### config.mk
export PLATFORM = sky130hd
export DESIGN_NAME = asef_flags
export DESIGN_NICKNAME = d
export VERILOG_FILES = /design/src/pkg/asef_pkg.sv /design/src/verilog/asef_flags.sv
export SDC_FILE = /design/constraint.sdc
export NUM_CORES = 1
export LEC_CHECK = 0
export ABC_AREA = 1
export ABC_CLOCK_PERIOD_IN_PS = 4180
export BUFFER_PORTS_ARGS = -buffer_cell sky130_fd_sc_hd__buf_4
export CAP_MARGIN = 40
export CORE_UTILIZATION = 30
export DETAILED_ROUTE_END_ITERATION = 10
export PLACE_DENSITY = 0.62
export SLEW_MARGIN = 5
export SYNTH_ARGS = -nofsm -noshare
export SYNTH_HDL_FRONTEND = slang
export SYNTH_SLANG_ARGS = --single-unit
### constraint.sdc
create_clock -name mclk -period 4.18 [get_ports mclk]
set_input_delay 0.627 -clock mclk [delete_from_list [all_inputs] [get_ports mclk]]
set_output_delay 0.627 -clock mclk [all_outputs]
set_load 0.1 [all_outputs]
### src/pkg/asef_pkg.sv
// Package for the angle, status and error flag register block
package asef_pkg;

    // ------------------------------------------------------------
    // Register offsets and layout
    // ------------------------------------------------------------
    localparam logic [7:0] ANGLE_WORD_OFFSET = 8'h20;
    localparam logic [7:0] CONDITION_OFFSET = 8'h22;
    localparam logic [7:0] FAULT_OFFSET = 8'h24;
    localparam logic [7:0] CONTROL_OFFSET = 8'h1E;
    localparam logic [3:0] CONDITION_TAG = 4'h8;
    localparam logic [3:0] FAULT_TAG = 4'hA;
    localparam int CLEAR_DONE_BIT = 10;
    localparam int CLEAR_FAULT_BIT = 8;
    localparam logic [11:0] FAULT_RESET_VALUE = 12'h001;
    localparam int FAULT_COUNT = 12;

    // ------------------------------------------------------------
    // Fault bit positions
    // ------------------------------------------------------------
    localparam int F_RESET_SEEN = 0;
    localparam int F_WEAK_FIELD = 1;
    localparam int F_ANALOG_UV = 2;
    localparam int F_SUPPLY_UV = 3;
    localparam int F_OSC = 4;
    localparam int F_MEMORY = 5;
    localparam int F_ZERO_CROSS = 6;
    localparam int F_LOCK_LOST = 7;
    localparam int F_QUADRATURE = 8;
    localparam int F_AVERAGING = 9;
    localparam int F_SELFTEST = 10;
    localparam int F_CAUTION = 11;

    // Fault detector inputs from the sensing logic
    typedef struct packed {
        logic caution_any;
        logic logic_selftest_fail;
        logic field_selftest_fail;
        logic averaging_rate_too_high;
        logic quadrature_output_bad;
        logic lock_lost;
        logic zero_crossing_timeout;
        logic memory_multi_bit;
        logic osc_high_watchdog;
        logic osc_low_watchdog;
        logic supply_undervoltage;
        logic analog_rail_undervoltage;
        logic weak_field;
    } asef_fault_in_type;

    // Device status inputs
    typedef struct packed {
        logic [1:0] chip_index;
        logic spin_direction;
        logic special_trigger;
        logic special_complete;
        logic boot_complete;
        logic logic_selftest_running;
        logic field_selftest_running;
        logic boot_in_progress;
        logic loop_locked;
        logic memory_loading;
        logic logic_selftest_reset;
    } asef_status_in_type;

    // All module state
    typedef struct packed {
        logic [11:0] fault;
        logic [11:0] fault_seen;
        logic special_done;
        logic boot_done;
        logic [1:0] chip_index;
        logic boot_prev;
        logic [15:0] rdata;
    } asef_state_type;

endpackage : asef_pkg

### src/verilog/asef_flags.sv
// Angle word, device condition and latched fault register block
// What this block does
// - Undervoltage bit is live OR of both detectors, gated by stored mask bits.
// - Parity bit makes the sixteen-bit angle word hold an odd count of ones.
// - Low twelve bits carry the tracking-loop angle, code times 360 over 4096.
// - Top four bits tag condition register 1000 and fault register 1010.
// - Two-bit chip index, captured at boot, shown for identification only.
// - Spin direction bit, 0 increasing, 1 decreasing, valid with hysteresis on.
// - Special-done clears on trigger, sets on completion, clears on clear-done write.
// - Boot-done sets after memory load and self-tests, holds until clear-done write or logic self-test reset.
// - Logic self-test running bit is high exactly while that test executes.
// - Field self-test running bit is high exactly while that test executes.
// - Boot-in-progress bit is high throughout the boot sequence.
// - Angle-valid bit is high only when locked and start-up has finished.
// - Fault flags latch high until cleared; host reads then clears them.
// - Caution summary bit sets on any unmasked caution, unless its mask is set.
// - Self-test failure bit sets when either self-test reports a failure.
// - Averaging error sets when averaging rate is too high for the speed.
// - Quadrature output fault sets when quadrature sequencing is lost.
// - Lock-lost fault sets when the tracking loop stops following the angle.
// - Zero-crossing fault sets when no crossing occurs within the expected time.
// - Memory uncorrectable fault sets on multi-bit error, checked only during load.
// - Oscillator fault sets when either oscillator watchdog trips.
// - Separate supply and analog undervoltage faults keep setting while present.
// - Reset-seen fault sets on power-on or hard reset, never on logic self-test.
// - Weak-field fault sets when field magnitude falls below the low threshold.
// - Fault-clear write clears only fault bits the host has already read.
// - Clear-done write clears both special-done and boot-done bits.
//
// Implementation choice: the strobed register port.
module asef_flags (
    // Clock, reset, enable
    input wire logic mclk,
    input wire logic nrst,
    input wire logic clk_en,
    // Register port
    input wire logic [7:0] reg_addr,
    input wire logic [15:0] reg_wdata,
    input wire logic reg_wr,
    input wire logic reg_rd,
    output logic [15:0] reg_rdata,
    // Sensing logic
    input wire logic [11:0] angle_code,
    input wire logic [12:0] fault_mask,
    input wire asef_pkg::asef_fault_in_type fault_in,
    input wire asef_pkg::asef_status_in_type status_in,
    // Live views
    output logic [15:0] shaft_position_word,
    output logic any_fault_summary
);

    // ------------------------------------------------------------
    // State
    // ------------------------------------------------------------
    asef_pkg::asef_state_type state;
    asef_pkg::asef_state_type next_state;
    logic [11:0] fault_event;
    logic [11:0] clear_mask;
    logic undervoltage_live_flag;
    logic angle_valid;
    logic [15:0] condition_word;
    logic [15:0] fault_word;
    logic [14:0] angle_body;
    logic clear_fault;
    logic clear_done;
    logic boot_rise;

    // ------------------------------------------------------------
    // Live words
    // ------------------------------------------------------------
    always_comb begin
        undervoltage_live_flag = (fault_in.supply_undervoltage & ~fault_mask[asef_pkg::F_SUPPLY_UV])
            | (fault_in.analog_rail_undervoltage & ~fault_mask[asef_pkg::F_ANALOG_UV]);
        any_fault_summary = |(state.fault & ~fault_mask[11:0]);
        angle_body = {any_fault_summary, undervoltage_live_flag, 1'b0, angle_code};
        shaft_position_word = {1'b0, angle_body[14:13], ~(^angle_body), angle_code};
        angle_valid = status_in.loop_locked & state.boot_done & ~status_in.boot_in_progress;
        condition_word = {asef_pkg::CONDITION_TAG, 2'b00, state.chip_index,
            status_in.spin_direction, 1'b0, state.special_done, state.boot_done,
            status_in.logic_selftest_running,
            status_in.field_selftest_running,
            status_in.boot_in_progress,
            angle_valid};
        fault_word = {asef_pkg::FAULT_TAG, state.fault};
    end

    // ------------------------------------------------------------
    // Fault detection
    // ------------------------------------------------------------
    always_comb begin
        fault_event = '0;
        fault_event[asef_pkg::F_CAUTION] = fault_in.caution_any & ~fault_mask[12];
        fault_event[asef_pkg::F_SELFTEST] = fault_in.logic_selftest_fail
            | fault_in.field_selftest_fail;
        fault_event[asef_pkg::F_AVERAGING] = fault_in.averaging_rate_too_high;
        fault_event[asef_pkg::F_QUADRATURE] = fault_in.quadrature_output_bad;
        fault_event[asef_pkg::F_LOCK_LOST] = fault_in.lock_lost;
        fault_event[asef_pkg::F_ZERO_CROSS] = fault_in.zero_crossing_timeout;
        fault_event[asef_pkg::F_MEMORY] = fault_in.memory_multi_bit
            & status_in.memory_loading;
        fault_event[asef_pkg::F_OSC] = fault_in.osc_high_watchdog
            | fault_in.osc_low_watchdog;
        fault_event[asef_pkg::F_SUPPLY_UV] = fault_in.supply_undervoltage;
        fault_event[asef_pkg::F_ANALOG_UV] = fault_in.analog_rail_undervoltage;
        fault_event[asef_pkg::F_WEAK_FIELD] = fault_in.weak_field;
        fault_event[asef_pkg::F_RESET_SEEN] = 1'b0;
    end

    // ------------------------------------------------------------
    // Next state
    // ------------------------------------------------------------
    always_comb begin
        next_state = state;
        clear_fault = reg_wr && reg_addr == asef_pkg::CONTROL_OFFSET
            && reg_wdata[asef_pkg::CLEAR_FAULT_BIT];
        clear_done = reg_wr && reg_addr == asef_pkg::CONTROL_OFFSET
            && reg_wdata[asef_pkg::CLEAR_DONE_BIT];
        boot_rise = status_in.boot_complete & ~state.boot_prev;
        next_state.boot_prev = status_in.boot_complete;
        clear_mask = clear_fault ? state.fault_seen : '0;
        next_state.fault = (state.fault & ~clear_mask) | fault_event;
        if (clear_fault) begin
            next_state.fault_seen = '0;
        end
        if (reg_rd && reg_addr == asef_pkg::FAULT_OFFSET) begin
            next_state.fault_seen = state.fault_seen | (state.fault & ~clear_mask);
        end
        if (clear_done) begin
            next_state.special_done = 1'b0;
            next_state.boot_done = 1'b0;
        end
        if (status_in.special_trigger) begin
            next_state.special_done = 1'b0;
        end
        if (status_in.special_complete) begin
            next_state.special_done = 1'b1;
        end
        if (status_in.logic_selftest_reset) begin
            next_state.boot_done = 1'b0;
        end
        if (boot_rise) begin
            next_state.boot_done = 1'b1;
            next_state.chip_index = status_in.chip_index;
        end
        next_state.rdata = '0;
        if (reg_rd) begin
            unique case (reg_addr)
                asef_pkg::ANGLE_WORD_OFFSET: next_state.rdata = shaft_position_word;
                asef_pkg::CONDITION_OFFSET: next_state.rdata = condition_word;
                asef_pkg::FAULT_OFFSET: next_state.rdata = fault_word;
                default: next_state.rdata = '0;
            endcase
        end
    end

    // ------------------------------------------------------------
    // Registers
    // ------------------------------------------------------------
    always_ff @(posedge mclk or negedge nrst) begin
        if (!nrst) begin
            state <= '0;
            state.fault <= asef_pkg::FAULT_RESET_VALUE;
        end else if (clk_en) begin
            state <= next_state;
        end
    end

    assign reg_rdata = state.rdata;

endmodule : asef_flags

==> flow_summary.ini, run 1 <==
[run_status]
violations = DRC
status = finished, violations left

[finish]
fin_nets = 515
layout_commonest_cell = nand2_1
fin_util = 0.388
fin_cells = 545
design_area_sq_um = 3420
area_growth_pct = 24.2
drive_above_1_share = 0.293
layout_common_cells = nand2_1, buf_4, inv_1
diodes = 0

[synth]
synthAdderAreaFrac = 0
ys_ff_latch = 45
synthesis.area_sq_um = 2750
syn_nets = 450
synth-xor-area-share = 0.00955
syn-instance-count = 371
synthDistinctLibCells = 37
synth_edf_count = 0
ys_warn_count = 0
synth_top_family_by_area = simple AND/OR/NAND/NOR gates
synth-simple-area-share = 0.262
synth-compound-area-share = 0.128
async_flop_share = 1.00
muxShareOfSynthArea = 0.00818
synth_flop_cell = dfrtp_1
ys_seq_area_frac = 0.410
avgSynthCellArea_sq_um = 7.42

[routing]
drt_wl_total_um = 7170
drt-initial-drc-count = 89
drt-pass1-iter-count = 7
wire_per_inst_um = 13.2
post-route-drc-count = 12
vias = 2457
ant_nets = 0
viasPerCell = 4.51

[clocking]
clock_latency_ps = 300
ctsHoldBuffers = 0
ctsRootBufferMaster = clkbuf_8
cts_setup_buffers = 0
postCtsResizedCells = 0
cts_inserted_buffers = 5
cts_buffer_depth = 2
clk_pin_slew_ps = 90
htreeDepth = 2
tritoncts = done
clock_sinks = 45

[worst_setup_path]
arrival_ps = 2080
path_max_fanout = 4
critPathBufInv = 5
critPathKind = input pin to output port
critPathTopFamily = buffers and inverters
required_ps = 3550
crit_chain = buf_4 > o21ai_0 > inv_1 > nand2_1 > nand2_1 > inv_1 > nand2_1 > nand2_1 > inv_1 > nand2_1 > and2_1 > buf_4
crit_top_cell = nand2_1
worst_path_max_delay_cell = o21ai_0
crit_path_end_kind = output port
r2r_cells = 9
cp.depth = 12
slowest_delay_ps = 430
startpoint_type = input pin

[placement]
dpl_cell_area_sq_um = 3330
gp_congestion = 0.842
numPortBuffers = 96
pre_cts_ws_ps = 1490
place_inst = 537
hpwl_um = 5610

[floorplanning]
dieArea_sq_um = 9560
initial_core_util = 0.313
rows = 34
io_pins = 112
fp.coreArea_sq_um = 8810
fp.dieW_um = 97.8
die_h_um = 97.8

[timing]
setup_slack_ps = 1480
slew-limit-headroom = 0.498
setup_viol = 0
fmax_mhz = 370
finalCriticalPeriod_ps = 2700
hold_viol_final = 0
tightest_slew_ps = 752
slew_violations = 0
fin_skew_ps = 5.26
rsz0062_at_grt = no
finalCritPeriodShare = 0.647
fin_setup_tns_ps = 0

[power_and_ir_drop]
combPwrFrac = 0.232
switching_share = 0.330
p_per_area_nw_per_um2 = 279
pwr-share-clk = 0.296
p_int_w = 0.000640
seqPwrFrac = 0.472
p_leak_nw = 1.90
ir_worst_vdd_uv = 107
power.switching_w = 0.000315

[worst_hold_path]
hp-class = input pin to async pin

[global_route]
grt_max_degree = 46
antenna_found_initial = 0
grt_pass1_vias = 2483
grt_usage = 0.160
grt_pass1_wl_um = 12000
overflow = 0

[run]
maxCapViolCount = 0
[metal layers]
layer / share of wire / vias up / GRT usage
met3: 0.059 / 12 / 0.0336
met2: 0.49 / 80 / 0.282
met5: 0 / - / 0
li1: - / 1244 / -
met1: 0.43 / 1121 / 0.194
met4: 0.018 / 0 / 0.0548
[final cells by class]
class | instances | area (sq um)
Fill cell | 947 | 5390
Sequential cell | 45 | 1130
Multi-Input combinational cell | 231 | 1130
Timing Repair Buffer | 96 | 721
Clock buffer | 5 | 68.8
Tap cell | 108 | 135
Clock inverter | 3 | 21.3
Inverter | 57 | 219
[state kept, by name (all words and copies together) (netlist names)]
register and flops:
state 13, condition_word 4, fault_word 12, reg_rdata 16
[logic make-up after synthesis]
family | Yosys count
AND/OR/NAND/NOR | 169
buffers and inverters | 95
AO/OA/AOI/OAI | 56
flip-flops | 45
XOR/XNOR | 3
multiplexers | 2
other | 1
[final timing paths]
kind,startpoint,endpoint,slack [ps]
min in group mclk,reg_rdata[6],reg_rdata[6],490
worst max register to register,fault_word[0],reg_rdata[12],2680
max in group asynchronous,nrst,reg_rdata[1],3470
worst min register to register,reg_rdata[6],reg_rdata[6],490
worst min-delay path,nrst,reg_rdata[2],310
worst max-delay path,fault_mask[2],shaft_position_word[12],1480
[synthesized netlist by cell type (3+ instances only)]
cell type  count  share of area
nand3_1       11          0.020
o21ai_0       31          0.056
nand2_1      130           0.18
a21oi_2       10          0.032
inv_1         56          0.076
buf_4         31          0.085
o211ai_1       3         0.0082
clkbuf_1       4         0.0055
dfrtp_1       44           0.40
a21oi_1        4         0.0073
nor2_1        13          0.018
[stage by stage]
step / total power (W) / hold WS (ps)
final: 0.000955 / 309
after floorplan: 0.000601 / 331
after detailed placement: 0.000683 / 470
after global placement: 0.000680 / 468
after global routing: 0.00100 / 348
after CTS: 0.000966 / 331
[power groups by stage]
| stage | Sequential (W) | Combinational (W) | Clock [W] |
|---|---|---|---|
| 6_report | 0.000451 | 0.000222 | 0.000283 |
| 5_1_grt | 0.000452 | 0.000239 | 0.000310 |
| 4_1_cts | 0.000451 | 0.000224 | 0.000291 |
| 3_5_place_dp | 0.000459 | 0.000224 | 0 |
| 3_3_place_gp | 0.000459 | 0.000221 | 0 |
| 2_1_floorplan | 0.000458 | 0.000143 | 0 |
(Power assumes the default switching activity.)
==> inputs of run 2 (changes only) <==
- ABC_CLOCK_PERIOD_IN_PS: 4180 -> 2400
- PLACE_DENSITY: 0.62 -> 0.64
- clock period: 4.18 -> 2.4 ns (I/O delays scaled with it)
==> run 2 against run 1 <==
  * The flow still finishes with violations (DRC)
  * Clock power increased by 110%
  * Combinational power increased by 82%
  * Routed wire length increased by 0.78%
  * Setup slack got worse by 1300 ps
  * Design area increased by 2.9%
  * Clock skew increased by 0.61 ps
  * Count of clock-buffer cells in the layout increased by 2
  * Critical path depth decreased by 2
  * Final cell count increased by 1.3%
  * Sequential share of layout area decreased by 0.89 points
==> flow_summary.ini, run 2 (synthesized netlist as in run 1, its figures left out) <==
[routing]
vias = 2491
drt_wl_total_um = 7230
wire_per_inst_um = 13.1
post-route-drc-count = 14
drt-initial-drc-count = 152
drt-pass1-iter-count = 7
viasPerCell = 4.51
ant_nets = 0

[floorplanning]
die_h_um = 97.8
initial_core_util = 0.313
rows = 34
fp.dieW_um = 97.8
dieArea_sq_um = 9560
io_pins = 112
fp.coreArea_sq_um = 8810

[worst_setup_path]
critPathTopFamily = simple AND/OR/NAND/NOR gates
critPathKind = flip-flop to output port
crit_chain = nand2_1 > o21ai_0 > nor2_1 > nand3_2 > nand2_1 > nand2_1 > inv_1 > nand2_1 > and2_2 > buf_12
critPathBufInv = 2
slowest_delay_ps = 440
startpoint_type = flip-flop
crit_path_end_kind = output port
worst_path_max_delay_cell = dfrtp_1
path_max_fanout = 4
arrival_ps = 1830
crit_top_cell = nand2_1
required_ps = 2040

[run_status]
violations = DRC
status = finished, violations left

[clocking]
clock_sinks = 45
tritoncts = done
cts_inserted_buffers = 5
clk_pin_slew_ps = 90
htreeDepth = 2
cts_buffer_depth = 2
clock_latency_ps = 300
ctsRootBufferMaster = clkbuf_8

[power_and_ir_drop]
power.switching_w = 0.000532
p_leak_nw = 1.95
p_per_area_nw_per_um2 = 510
pwr-share-clk = 0.337
ir_worst_vdd_uv = 221
switching_share = 0.297
p_int_w = 0.00126
combPwrFrac = 0.225
seqPwrFrac = 0.437

[finish]
layout_commonest_cell = nand2_1
area_growth_pct = 27.8
drive_above_1_share = 0.309
layout_common_cells = nand2_1, buf_4, inv_1
fin_nets = 522
largest_reg_flops = 16
fin_cells = 552
diodes = 0
fin_util = 0.400

[global_route]
grt_pass1_wl_um = 12200
antenna_found_initial = 0
grt_usage = 0.162
overflow = 0
grt_max_degree = 46
grt_pass1_vias = 2513

[placement]
gp_congestion = 0.871
pre_cts_ws_ps = 398
numPortBuffers = 96
hpwl_um = 5680
place_inst = 541

[timing]
slew-limit-headroom = 0.496
holdWs_ps = 59.6
hold_viol_final = 0
finalCritPeriodShare = 0.914
finalCriticalPeriod_ps = 2190
tightest_slew_ps = 755
slew_violations = 0
setup_viol = 0
fmax_mhz = 456
fin_skew_ps = 5.87
setup_slack_ps = 206

[worst_hold_path]
hp-class = input pin to async pin

[run]
maxCapViolCount = 0
-- run 2: cell count changes in the layout (fill, tap and decap cells not counted), sizes merged --
cell / change
buf: +7
bufinv: +1
clkbuf: +2
clkinv: -1
clkinvlp: -1
inv: -1
-- run 2: final timing paths --
check                      depth (start not counted)                      end           start  slack [ps]
max                                               10  shaft_position_word[12]   fault_word[8]         210
min in group mclk                                  2           fault_word[11]  fault_mask[12]         230
min                                                1            reg_rdata[10]            nrst          60
min reg2reg                                        2             reg_rdata[5]    reg_rdata[5]         490
max in group asynchronous                          1           fault_word[11]            nrst        1910
max reg2reg                                       10            reg_rdata[12]   fault_word[8]        1010
-- run 2: through the flow --
stage / setup TNS, ps / area [sq um] / power [W]
after global placement: 0 / 3370 / 0.00119
after detailed placement: 0 / 3370 / 0.00119
final: 0 / 3520 / 0.00179
after global routing: -0.761 / 3520 / 0.00188
after CTS: 0 / 3480 / 0.00180
after floorplan: 0 / 2760 / 0.00105
-- run 2: cell type report --
| cell class | count | area (sq um) |
|---|---|---|
| clock buffers | 7 | 86.3 |
| clock inverters | 1 | 30.0 |
| fillers | 903 | 5290 |
| inverters | 57 | 219 |
| multi-input cells | 231 | 1130 |
| flip-flops and latches | 45 | 1130 |
| well taps | 108 | 135 |
| repair buffers | 103 | 786 |
-- run 2: routing by layer --
metal | vias up | track usage | wire [um]
li1 | 1257 | - | -
met1 | 1154 | 0.201 | 3210
met4 | 0 | 0.0420 | 65
met2 | 74 | 0.287 | 3580
met5 | - | 0 | 0
met3 | 6 | 0.0344 | 375
-- run 2: timing repair --
| item | 4_1_cts | 5_1_grt |
|---|---|---|
| buffers inserted | 0 | 3 |
| resized for setup | 0 | 4 |
| hold buffers | 0 | 0 |
| endpoints found under the setup margin | 0 | 1 |
-- run 2: power by group through the flow --
stage,combinational [W],sequential (W),clock (W)
2_1_floorplan,0.000250,0.000797,0
3_3_place_gp,0.000387,0.000799,0
3_5_place_dp,0.000393,0.000800,0
4_1_cts,0.000394,0.000785,0.000616
5_1_grt,0.000439,0.000787,0.000651
6_report,0.000405,0.000785,0.000605
